### src/pio_pkg.sv
package pio_pkg;
   // ------------------------------------------------------------
   // register byte offsets
   // ------------------------------------------------------------
   localparam logic [7:0] OFF_DATA = 8'h00;
   localparam logic [7:0] OFF_DIR = 8'h04;
   localparam logic [7:0] OFF_PULL = 8'h08;
   localparam logic [7:0] OFF_SLEW = 8'h0C;
   localparam logic [7:0] OFF_DRIVE = 8'h10;
   localparam logic [7:0] OFF_ANALOG = 8'h14;
   localparam logic [7:0] OFF_PWR = 8'h18;
   // ------------------------------------------------------------
   // power register fields and reset values
   // ------------------------------------------------------------
   localparam int PWR_FLAG_BIT = 3;
   localparam int PWR_ACK_BIT = 2;
   localparam logic [7:0] RST_BYTE = 8'h00;
   localparam int SYNC_STAGES = 2;
   // ------------------------------------------------------------
   // bus constants
   // ------------------------------------------------------------
   localparam logic [1:0] HTRANS_NONSEQ = 2'h2;
   localparam logic [1:0] HTRANS_SEQ = 2'h3;
   localparam logic [31:0] ZERO_WORD = 32'h0000_0000;
endpackage

### src/pio_sync.sv
`timescale 1ns/1ps
`default_nettype none
module pio_sync
(
   input wire logic hclk,
   input wire logic hresetn,
   input wire logic [7:0] d_in,
   output logic [7:0] q_out
);
   // ------------------------------------------------------------
   // two-stage synchroniser per pin
   // ------------------------------------------------------------
   logic [7:0] meta_reg;
   logic [7:0] sync_reg;
   always_ff @(posedge hclk or negedge hresetn)
   begin
      if (!hresetn)
      begin
         meta_reg <= pio_pkg::RST_BYTE;
         sync_reg <= pio_pkg::RST_BYTE;
      end
      else
      begin
         meta_reg <= d_in;
         sync_reg <= meta_reg;
      end
   end
   assign q_out = sync_reg;
endmodule
`default_nettype wire

### src/pio_port.sv
// Overview of operation
// - direction 0 disables driver, reads pin
// - direction 1 drives, reads latch
// - direction bit selects read under override
// - analog disables digital, reads zero
// - analog wins over alternate function
// - pin control independent of data/direction
// - pullup off whenever pin is output
// - pullup off under analog control
// - slew limit only on outputs
// - drive boost selects high drive
// - deep stop holds pin latches
// - light stop keeps all state
// - data write updates all eight bits
// - reset clears latch, pins input
// - direction bits readable and writable
// - acknowledge write clears powerdown flag
// - reset leaves all pin controls off except analog_on, which follows analog_req
`timescale 1ns/1ps
`default_nettype none
module pio_port
(
   input wire logic hclk,
   input wire logic hresetn,
   input wire logic hsel,
   input wire logic [31:0] haddr,
   input wire logic [1:0] htrans,
   input wire logic hwrite,
   input wire logic [2:0] hsize,
   input wire logic [31:0] hwdata,
   input wire logic hready,
   output logic hreadyout,
   output logic hresp,
   output logic [31:0] hrdata,
   input wire logic [7:0] pin_in,
   output logic [7:0] pin_out,
   output logic [7:0] pin_oe,
   output logic [7:0] pull_on,
   output logic [7:0] slew_on,
   output logic [7:0] drive_high,
   output logic [7:0] analog_on,
   input wire logic [7:0] periph_own,
   input wire logic [7:0] periph_oe,
   input wire logic [7:0] periph_out,
   input wire logic [7:0] analog_req,
   input wire logic deep_stop,
   input wire logic deep_wake
);
   // ------------------------------------------------------------
   // registers
   // ------------------------------------------------------------
   logic [7:0] data_reg;
   logic [7:0] dir_reg;
   logic [7:0] pull_reg;
   logic [7:0] slew_reg;
   logic [7:0] drive_reg;
   logic [7:0] analog_reg;
   logic flag_reg;
   logic wr_pend_reg;
   logic [7:0] wr_addr_reg;
   logic [31:0] rdata_reg;
   logic [7:0] pin_sync;
   logic [7:0] pin_out_reg;
   logic [7:0] pin_oe_reg;
   logic [7:0] pull_on_reg;
   logic [7:0] slew_on_reg;
   logic [7:0] drive_on_reg;
   // ------------------------------------------------------------
   // input synchroniser
   // ------------------------------------------------------------
   // synchronised pin levels
   pio_sync u_sync
   (
      .hclk(hclk),
      .hresetn(hresetn),
      .d_in(pin_in),
      .q_out(pin_sync)
   );
   // ------------------------------------------------------------
   // bus decode
   // ------------------------------------------------------------
   function automatic logic hit(input logic [7:0] a, input logic [7:0] off);
      hit = (a == off);
   endfunction
   wire addr_ok = hsel && hready && htrans[1];
   wire wr_start = addr_ok && hwrite;
   wire rd_start = addr_ok && !hwrite;
   wire [7:0] aoff = haddr[7:0];
   wire [7:0] wb = hwdata[7:0];
   wire w_data = wr_pend_reg && hit(wr_addr_reg, pio_pkg::OFF_DATA);
   wire w_dir = wr_pend_reg && hit(wr_addr_reg, pio_pkg::OFF_DIR);
   wire w_pull = wr_pend_reg && hit(wr_addr_reg, pio_pkg::OFF_PULL);
   wire w_slew = wr_pend_reg && hit(wr_addr_reg, pio_pkg::OFF_SLEW);
   wire w_drive = wr_pend_reg && hit(wr_addr_reg, pio_pkg::OFF_DRIVE);
   wire w_ana = wr_pend_reg && hit(wr_addr_reg, pio_pkg::OFF_ANALOG);
   wire w_pwr = wr_pend_reg && hit(wr_addr_reg, pio_pkg::OFF_PWR);
   wire wr_allow = !deep_stop;
   // ------------------------------------------------------------
   // pin function resolution
   // ------------------------------------------------------------
   // analog wins over alternate function
   wire [7:0] ana = analog_reg | analog_req;
   wire [7:0] own = periph_own & ~ana;
   wire [7:0] oe_next = ~ana & ((own & periph_oe) | (~own & dir_reg));
   wire [7:0] out_next = (own & periph_out) | (~own & data_reg);
   wire [7:0] pull_next = pull_reg & ~oe_next & ~ana;
   wire [7:0] slew_next = slew_reg & oe_next;
   wire [7:0] drive_next = drive_reg & ~ana;
   wire [7:0] data_rd = ((dir_reg & data_reg) | (~dir_reg & pin_sync)) & ~ana;
   wire [7:0] pwr_rd = {7'h00, flag_reg} << pio_pkg::PWR_FLAG_BIT;
   wire [7:0] rd_next =
      hit(aoff, pio_pkg::OFF_DATA) ? data_rd :
      hit(aoff, pio_pkg::OFF_DIR) ? dir_reg :
      hit(aoff, pio_pkg::OFF_PULL) ? pull_reg :
      hit(aoff, pio_pkg::OFF_SLEW) ? slew_reg :
      hit(aoff, pio_pkg::OFF_DRIVE) ? drive_reg :
      hit(aoff, pio_pkg::OFF_ANALOG) ? analog_reg :
      hit(aoff, pio_pkg::OFF_PWR) ? pwr_rd : pio_pkg::RST_BYTE;
   // ------------------------------------------------------------
   // bus phase tracking
   // ------------------------------------------------------------
   // address phase capture, read data registered
   always_ff @(posedge hclk or negedge hresetn)
   begin
      if (!hresetn)
      begin
         wr_pend_reg <= 1'b0;
         wr_addr_reg <= pio_pkg::RST_BYTE;
         rdata_reg <= pio_pkg::ZERO_WORD;
      end
      else
      begin
         wr_pend_reg <= wr_start;
         wr_addr_reg <= aoff;
         if (rd_start)
         begin
            rdata_reg <= {24'h00_0000, rd_next};
         end
      end
   end
   // ------------------------------------------------------------
   // port registers
   // ------------------------------------------------------------
   // reset clears latch and direction
   // each group has its own write
   always_ff @(posedge hclk or negedge hresetn)
   begin
      if (!hresetn)
      begin
         data_reg <= pio_pkg::RST_BYTE;
         dir_reg <= pio_pkg::RST_BYTE;
         pull_reg <= pio_pkg::RST_BYTE;
         slew_reg <= pio_pkg::RST_BYTE;
         drive_reg <= pio_pkg::RST_BYTE;
         analog_reg <= pio_pkg::RST_BYTE;
      end
      else if (wr_allow)
      begin
         if (w_data)
            data_reg <= wb;
         if (w_dir)
            dir_reg <= wb;
         if (w_pull)
            pull_reg <= wb;
         if (w_slew)
            slew_reg <= wb;
         if (w_drive)
            drive_reg <= wb;
         if (w_ana)
            analog_reg <= wb;
      end
   end
   // ------------------------------------------------------------
   // partial power-down flag
   // ------------------------------------------------------------
   // wake sets, ack clears, set wins
   always_ff @(posedge hclk or negedge hresetn)
   begin
      if (!hresetn)
         flag_reg <= 1'b0;
      else if (deep_wake)
         flag_reg <= 1'b1;
      else if (w_pwr && wb[pio_pkg::PWR_ACK_BIT])
         flag_reg <= 1'b0;
   end
   // ------------------------------------------------------------
   // pin output registers
   // ------------------------------------------------------------
   // pin state held during deep stop
   // light stop needs no special path
   always_ff @(posedge hclk or negedge hresetn)
   begin
      if (!hresetn)
      begin
         pin_out_reg <= pio_pkg::RST_BYTE;
         pin_oe_reg <= pio_pkg::RST_BYTE;
         pull_on_reg <= pio_pkg::RST_BYTE;
         slew_on_reg <= pio_pkg::RST_BYTE;
         drive_on_reg <= pio_pkg::RST_BYTE;
      end
      else if (!deep_stop)
      begin
         pin_out_reg <= out_next;
         pin_oe_reg <= oe_next;
         pull_on_reg <= pull_next;
         slew_on_reg <= slew_next;
         drive_on_reg <= drive_next;
      end
   end
   // ------------------------------------------------------------
   // outputs
   // ------------------------------------------------------------
   assign pin_out = pin_out_reg;
   assign pin_oe = pin_oe_reg;
   assign pull_on = pull_on_reg;
   assign slew_on = slew_on_reg;
   assign drive_high = drive_on_reg;
   assign analog_on = ana;
   assign hreadyout = 1'b1;
   assign hresp = 1'b0;
   assign hrdata = rdata_reg;
   // ------------------------------------------------------------
   // assertions
   // ------------------------------------------------------------
   oe_follows_dir_a:
      assert property (@(posedge hclk) disable iff (!hresetn)
         (!deep_stop && periph_own == 8'h00 && ana == 8'h00)
         |=> pin_oe == $past(dir_reg))
      else $error("driver enable does not follow direction");
   pull_off_out_a:
      assert property (@(posedge hclk) disable iff (!hresetn)
         (pull_on & pin_oe) == 8'h00)
      else $error("pullup on while driving");
   ana_read_zero_a:
      assert property (@(posedge hclk) disable iff (!hresetn)
         rd_start |=> (hrdata[7:0] & $past(ana)) == 8'h00 ||
         !$past(hit(aoff, pio_pkg::OFF_DATA)))
      else $error("analog bit read non-zero");
   ana_no_drive_a:
      assert property (@(posedge hclk) disable iff (!hresetn)
         (!deep_stop && ana != 8'h00) |=> (pin_oe & $past(ana)) == 8'h00)
      else $error("analog pin still driven");
   data_write_a:
      assert property (@(posedge hclk) disable iff (!hresetn)
         (w_data && wr_allow) |=> data_reg == $past(wb))
      else $error("data latch not updated");
   dir_read_latch_a:
      assert property (@(posedge hclk) disable iff (!hresetn)
         (rd_start && hit(aoff, pio_pkg::OFF_DATA) && ana == 8'h00)
         |=> (hrdata[7:0] & $past(dir_reg)) ==
            ($past(data_reg) & $past(dir_reg)))
      else $error("output pin read not from latch");
   flag_clear_a:
      assert property (@(posedge hclk) disable iff (!hresetn)
         (w_pwr && wb[pio_pkg::PWR_ACK_BIT] && !deep_wake) |=> !flag_reg)
      else $error("acknowledge did not clear flag");
   flag_set_a:
      assert property (@(posedge hclk) disable iff (!hresetn)
         deep_wake |=> flag_reg)
      else $error("wake did not set flag");
   hold_stop_a:
      assert property (@(posedge hclk) disable iff (!hresetn)
         deep_stop |=> $stable(pin_out) && $stable(pin_oe))
      else $error("pins changed in deep stop");
   slew_input_a:
      assert property (@(posedge hclk) disable iff (!hresetn)
         (slew_on & ~pin_oe) == 8'h00)
      else $error("slew limit on an input");
   pull_off_ana_a:
      assert property (@(posedge hclk) disable iff (!hresetn)
         (!deep_stop && ana != 8'h00) |=> (pull_on & $past(ana)) == 8'h00)
      else $error("pullup on under analog control");
   drive_sel_a:
      assert property (@(posedge hclk) disable iff (!hresetn)
         !deep_stop |=>
            drive_high == ($past(drive_reg) & ~$past(ana)))
      else $error("drive strength does not follow select");
   dir_write_a:
      assert property (@(posedge hclk) disable iff (!hresetn)
         (w_dir && wr_allow) |=> dir_reg == $past(wb))
      else $error("direction not updated");
   ctrl_apart_a:
      assert property (@(posedge hclk) disable iff (!hresetn)
         (w_data || w_dir) |=> $stable(pull_reg) && $stable(slew_reg) &&
            $stable(drive_reg))
      else $error("data write changed pin control");
   sync_delay_a:
      assert property (@(posedge hclk) disable iff (!hresetn)
         $past(hresetn, 2) |-> pin_sync == $past(pin_in, 2))
      else $error("pin level not two cycles late");
endmodule
`default_nettype wire

### config.mk
export PLATFORM = sky130hd
export DESIGN_NAME = pio_port
export DESIGN_NICKNAME = d
export VERILOG_FILES = /design/src/pio_pkg.sv /design/src/pio_sync.sv /design/src/pio_port.sv
export SDC_FILE = /design/constraint.sdc
export NUM_CORES = 1
export LEC_CHECK = 0
export BUFFER_PORTS_ARGS = -buffer_cell sky130_fd_sc_hd__clkbuf_2
export CAP_MARGIN = 20
export CORE_MARGIN = 10
export CORE_UTILIZATION = 50
export DETAILED_ROUTE_END_ITERATION = 8
export PLACE_DENSITY_LB_ADDON = 0.2
export SYNTH_ARGS = -nofsm -noshare
export SYNTH_HDL_FRONTEND = slang
export SYNTH_SLANG_ARGS = --single-unit
export TNS_END_PERCENT = 20
### constraint.sdc
create_clock -name hclk -period 2.8 [get_ports hclk]
set_input_delay 0.56 -clock hclk [delete_from_list [all_inputs] [get_ports hclk]]
set_output_delay 0.56 -clock hclk [all_outputs]
set_load 0.02 [all_outputs]
; After elaboration in Yosys (flattened, before gate mapping)
; Index checks and enable logic that the tools add are counted.
; W data, S select, Z words.
[totals]
ff_bits = 122
input_bits = 116
out_inout_bits = 82
elab_cells = 82
[classes]
n_eq_ne = 12
mux = 9
n_bitwise = 22
reduce_logical = 22
[ops]
columns = op, n
row1 = $and A8 B8 Y8, 13
row2 = $eq A8 B5 Y1 const B, 6
row3 = $mux W8, 6
row4 = $eq A8 B4 Y1 const B, 4
row5 = $not A8 Y8, 4
row6 = $or A8 B8 Y8, 4
row7 = $eq A8 B3 Y1 const B, 2
row8 = $logic_not A8 Y1, 2
row9 = $logic_and A1 B1 Y1, 12
row10 = $reduce_and A2 Y1, 6
row11 = $mux W4, 1
row12 = $mux W1, 2
row13 = $reduce_bool A2 Y1, 1
row14 = $logic_not A1 Y1, 1
row15 = $not A1 Y1, 1

; Longest topological paths before layout
[logic_depth]
depth_word = 10
ltp_mapped = 7
depth_no_buf = 5

; Hierarchy
; A second synthesis with hierarchy kept.
[unflattened]
cells_unflattened = 487
hier_area_um2 = 5465.2
[by_module_without_submodules]
columns = module, n_inst, cells_per_inst, area_per_inst_um2, seq_area_each_um2
row1 = pio_port, 1, 471, 5064.9, 2652.5
row2 = pio_sync, 1, 16, 400.4, 400.4

; Worst setup path before layout
; OpenSTA, ideal clock, no wires.
[synth_timing]
path_kind = register to register
startpoint = reg wr_addr_reg[5]
endpoint = reg data_reg[0]
setup_time_ns = 0.125
arrival_time_ns = 1.961
t_required_ns = 2.675
path_slack_ns = 0.714
stages_incl_launch_ff = 5
n_path_buf = 0
synth_period_minus_slack_ns = 2.086
path_cell_list = dfrtp_1 > or4b_4 > or3_4 > nor3b_4 > mux2_2
[synth_via]
elab_chain_cells = 3
[synth_lines]
columns = item, line
row1 = start: declaration, pio_port.sv:60  ; logic [7:0] wr_addr_reg;
row2 = start signal: assignment, pio_port.sv:128  ; wr_addr_reg <= pio_pkg::RST_BYTE;
row3 = start signal: assignment, pio_port.sv:134  ; wr_addr_reg <= aoff;
row4 = $logic_not A8 Y1, pio_port.sv:83  ; hit = (a == off);
row5 = $logic_and A1 B1 Y1, pio_port.sv:90  ; wire w_data = wr_pend_reg && hit(wr_addr_reg, pio_pkg::OFF_DATA);
row6 = $reduce_and A2 Y1 (no line), n/a
row7 = end signal: assignment, pio_port.sv:150  ; data_reg <= pio_pkg::RST_BYTE;
row8 = end signal: assignment, pio_port.sv:160  ; data_reg <= wb;
row9 = end: declaration, pio_port.sv:52  ; logic [7:0] data_reg;
; No other way between the ends.
; A chain may end at the register's enable or synchronous reset.

; Worst setup path in the final report
[layout_timing]
startpoint = reg wr_addr_reg[5]
endpoint = reg dir_reg[6]
[layout_via]
elab_chain_cells = 3
[layout_lines]
columns = item, line
row1 = $eq A8 B3 Y1, pio_port.sv:83
row2 = $logic_and A1 B1 Y1, pio_port.sv:91  ; wire w_dir = wr_pend_reg && hit(wr_addr_reg, pio_pkg::OFF_DIR);
row3 = $reduce_and A2 Y1 (no line), n/a
row4 = end signal: assignment, pio_port.sv:151  ; dir_reg <= pio_pkg::RST_BYTE;
row5 = end signal: assignment, pio_port.sv:162  ; dir_reg <= wb;
row6 = end: declaration, pio_port.sv:53  ; logic [7:0] dir_reg;
; No other way between the ends.

==> impl_metrics.ini <==
[outcome]
status = finished clean

[synth]
async_flop_share_pct = 100.0
synthTopCellsByArea = dfrtp_1, mux2_2, mux2i_1
ys_seq_area_share_pct = 55.76
syn-cell-area_sq_um = 5475
ys_types = 38
synthCells = 482
avgSynthCellArea_sq_um = 11.36
synth-main-ff-cell = dfrtp_1
synth_top_area_share_pct = 55.76
synth_edf_count = 0
netlist.top_cell.by_area = dfrtp_1
synth-seq-cells = 122
synth-warning-count = 0

[timing]
tightestPinTransition_ns = 0.7873
clock_skew_ns = 0.01132
rsz0062_at_grt = no
min_period_ns = 2.320
fin_hold_ws_ns = 0.05473
slew_violations = 0
slew-limit-headroom_pct = 47.41
hold_violations = 0
fmax_mhz = 431.1
finalSetupViolCount = 0
finalCritPeriodShare_pct = 82.85
setup_tns_ns = 0

[critical_path]
path_class = flip-flop to flip-flop
arrival_ns = 2.73
r2r_cells = 4
required_ns = 3.21
crit_fanout = 8
startpoint_type = flip-flop
rrSetupSlack_ns = 0.48
crit_path_end_kind = flip-flop

[power]
leakage_uw = 0.003411
p_per_area_nw_per_um2 = 652.3
ir_worst_vdd_v = 0.0003330

[global_routing]
grt_pass1_vias = 4431
gr-total-overflow = 0
grt_max_degree = 81
grt_pass1_wl_um = 22870
grt_usage_pct = 18.42
antenna_found_initial = 0

[clock_network]
hold_buffers = 0
cts.reportedPaths.clkPinSlew_ns = 0.06
clock_sinks = 122
clk_latency_ns = 0.53
cts_repair_resize_count = 0
htreeDepth = 4
root_buffer = clkbuf_8
postCtsSetupBuffers = 0
cts_made_buffers = 17
clockBufferDepth = 2
cts_tree = done

[place]
io_buffers = 119
dp_hpwl_um = 10030
gp_congestion = 0.8287

[final_layout]
area_growth_pct = 23.33
n_antenna_cell = 0
drive_gt1_share_pct = 35.65
layout.nets = 725

[detailed_routing]
avgViaCountPerCell = 5.362
drc = 0
ant_nets = 0
wl_um = 14250
first_pass_iters = 6
drtIter0Drc = 260
vias = 4075
wl_per_cell_um = 18.76

[die]
initial_core_util_pct = 50.73
die_area_sq_um = 15540
num_rows = 38
die_w_um = 124.6
ioPinCount = 198
die_h_um = 124.6
core_sq_um = 10790

[worst_hold_path]
hold_class = primary input to async pin

[job]
drv_cap = 0
metal layers:
layer / track usage (%) / up-vias / part of all wire [%]
li1: - / 1899 / -
met1: 20.94 / 1985 / 40
met2: 29.78 / 173 / 49
met3: 8.000 / 18 / 8.8
met4: 7.471 / 0 / 1.5
met5: 0 / - / 0
report_power, final:
| part | total, uW | switching [uW] | internal (uW) |
|---|---|---|---|
| combinational | 399 | 264 | 135 |
| sequential | 1870 | 43.7 | 1830 |
| clock | 2130 | 746 | 1390 |
| total | 4400 | 1050 | 3350 |
critical path, cell delays in order (launching register included):
cell     delay (ns)
dfrtp_1        0.36
or4b_4         0.54
or3_4          0.38
nor3_4         0.52
mux2_2         0.41
kinds of logic after synthesis:
| logic type | Yosys count | share of synthesized area, % |
|---|---|---|
| AO/OA/AOI/OAI | 91 | 10.95 |
| buffers and inverters | 58 | 5.759 |
| AND/OR/NAND/NOR | 129 | 11.52 |
| multiplexers | 80 | 15.88 |
| other | 2 | 0.1372 |
| flip-flops | 122 | 55.76 |
worst paths after layout:
check / from / endpoint
min: hresetn / pin_out[3]$_DFFE_PN0N_
min reg2reg: u_sync.meta_reg[2]$_DFF_PN0_ / u_sync.q_out[2]$_DFF_PN0_
min in group hclk: pin_in[5] / u_sync.meta_reg[5]$_DFF_PN0_
max: wr_addr_reg[5]$_DFF_PN0_ / dir_reg[6]$_DFFE_PN0P_
max reg2reg: wr_addr_reg[5]$_DFF_PN0_ / dir_reg[6]$_DFFE_PN0P_
max in group asynchronous: hresetn / data_reg[1]$_DFFE_PN0P_
cells in the final DEF, fill, tap and decap left out, types with 2 or more instances in the layout:
cell and instances:
dfrtp_1 122, clkbuf_2 118, nand2_1 60, mux2_2 55, o21ai_0 33, nor2_1 27
conb_1 26, mux2i_1 25, o31ai_1 16, clkbuf_16 16, a22oi_1 14, inv_1 11
nand3_1 11, buf_4 11, a21oi_1 9, nand3b_1 8, a21o_1 8, o32a_1 7
nor2b_1 4, nor3_1 3, clkbuf_8 3, clkbuf_1 3, bufinv_16 3, clkinv_2 3
nor4_1 2, and3_1 2, clkinvlp_4 2, buf_12 2
cell type report:
| type | instances | area, sq um |
|---|---|---|
| fillers | 882 | 4040 |
| flip-flops and latches | 122 | 3053 |
| multi-input cells | 326 | 2197 |
| repair buffers | 131 | 713.2 |
| clock buffers | 22 | 452.9 |
| well taps | 140 | 175.2 |
| clock inverters | 8 | 120.1 |
| inverters | 11 | 41.29 |
cells in the mapped netlist (2+ instances only):
| cell type | number |
|---|---|
| nand3b_1 | 8 |
| clkbuf_1 | 20 |
| mux2i_1 | 25 |
| buf_4 | 26 |
| nor2_1 | 27 |
| nor4_1 | 2 |
| o31ai_1 | 16 |
| nor2b_1 | 4 |
| nand2_1 | 60 |
| a21o_1 | 8 |
| dfrtp_1 | 122 |
| conb_1 | 2 |
| o21ai_0 | 33 |
| nor3_1 | 3 |
| a21oi_1 | 9 |
| and3_1 | 2 |
| inv_1 | 11 |
| mux2_2 | 55 |
| o32a_1 | 7 |
| a22oi_1 | 14 |
| nand3_1 | 11 |
stage by stage:
stage               power [uW]  instances  cell area (sq um)  utilization [%]  setup WS (ns)
floorplan                 2139        506               5565                -         0.7144
global placement          2295        730               6180            57.26         0.5176
detailed placement        2304        730               6180            57.26         0.4800
CTS                       4442        760               6753            62.57         0.4566
global route              4561        760               6753            62.57         0.4227
finish                    4405        760               6753            62.57         0.4802
(Power assumes the default switching activity.)
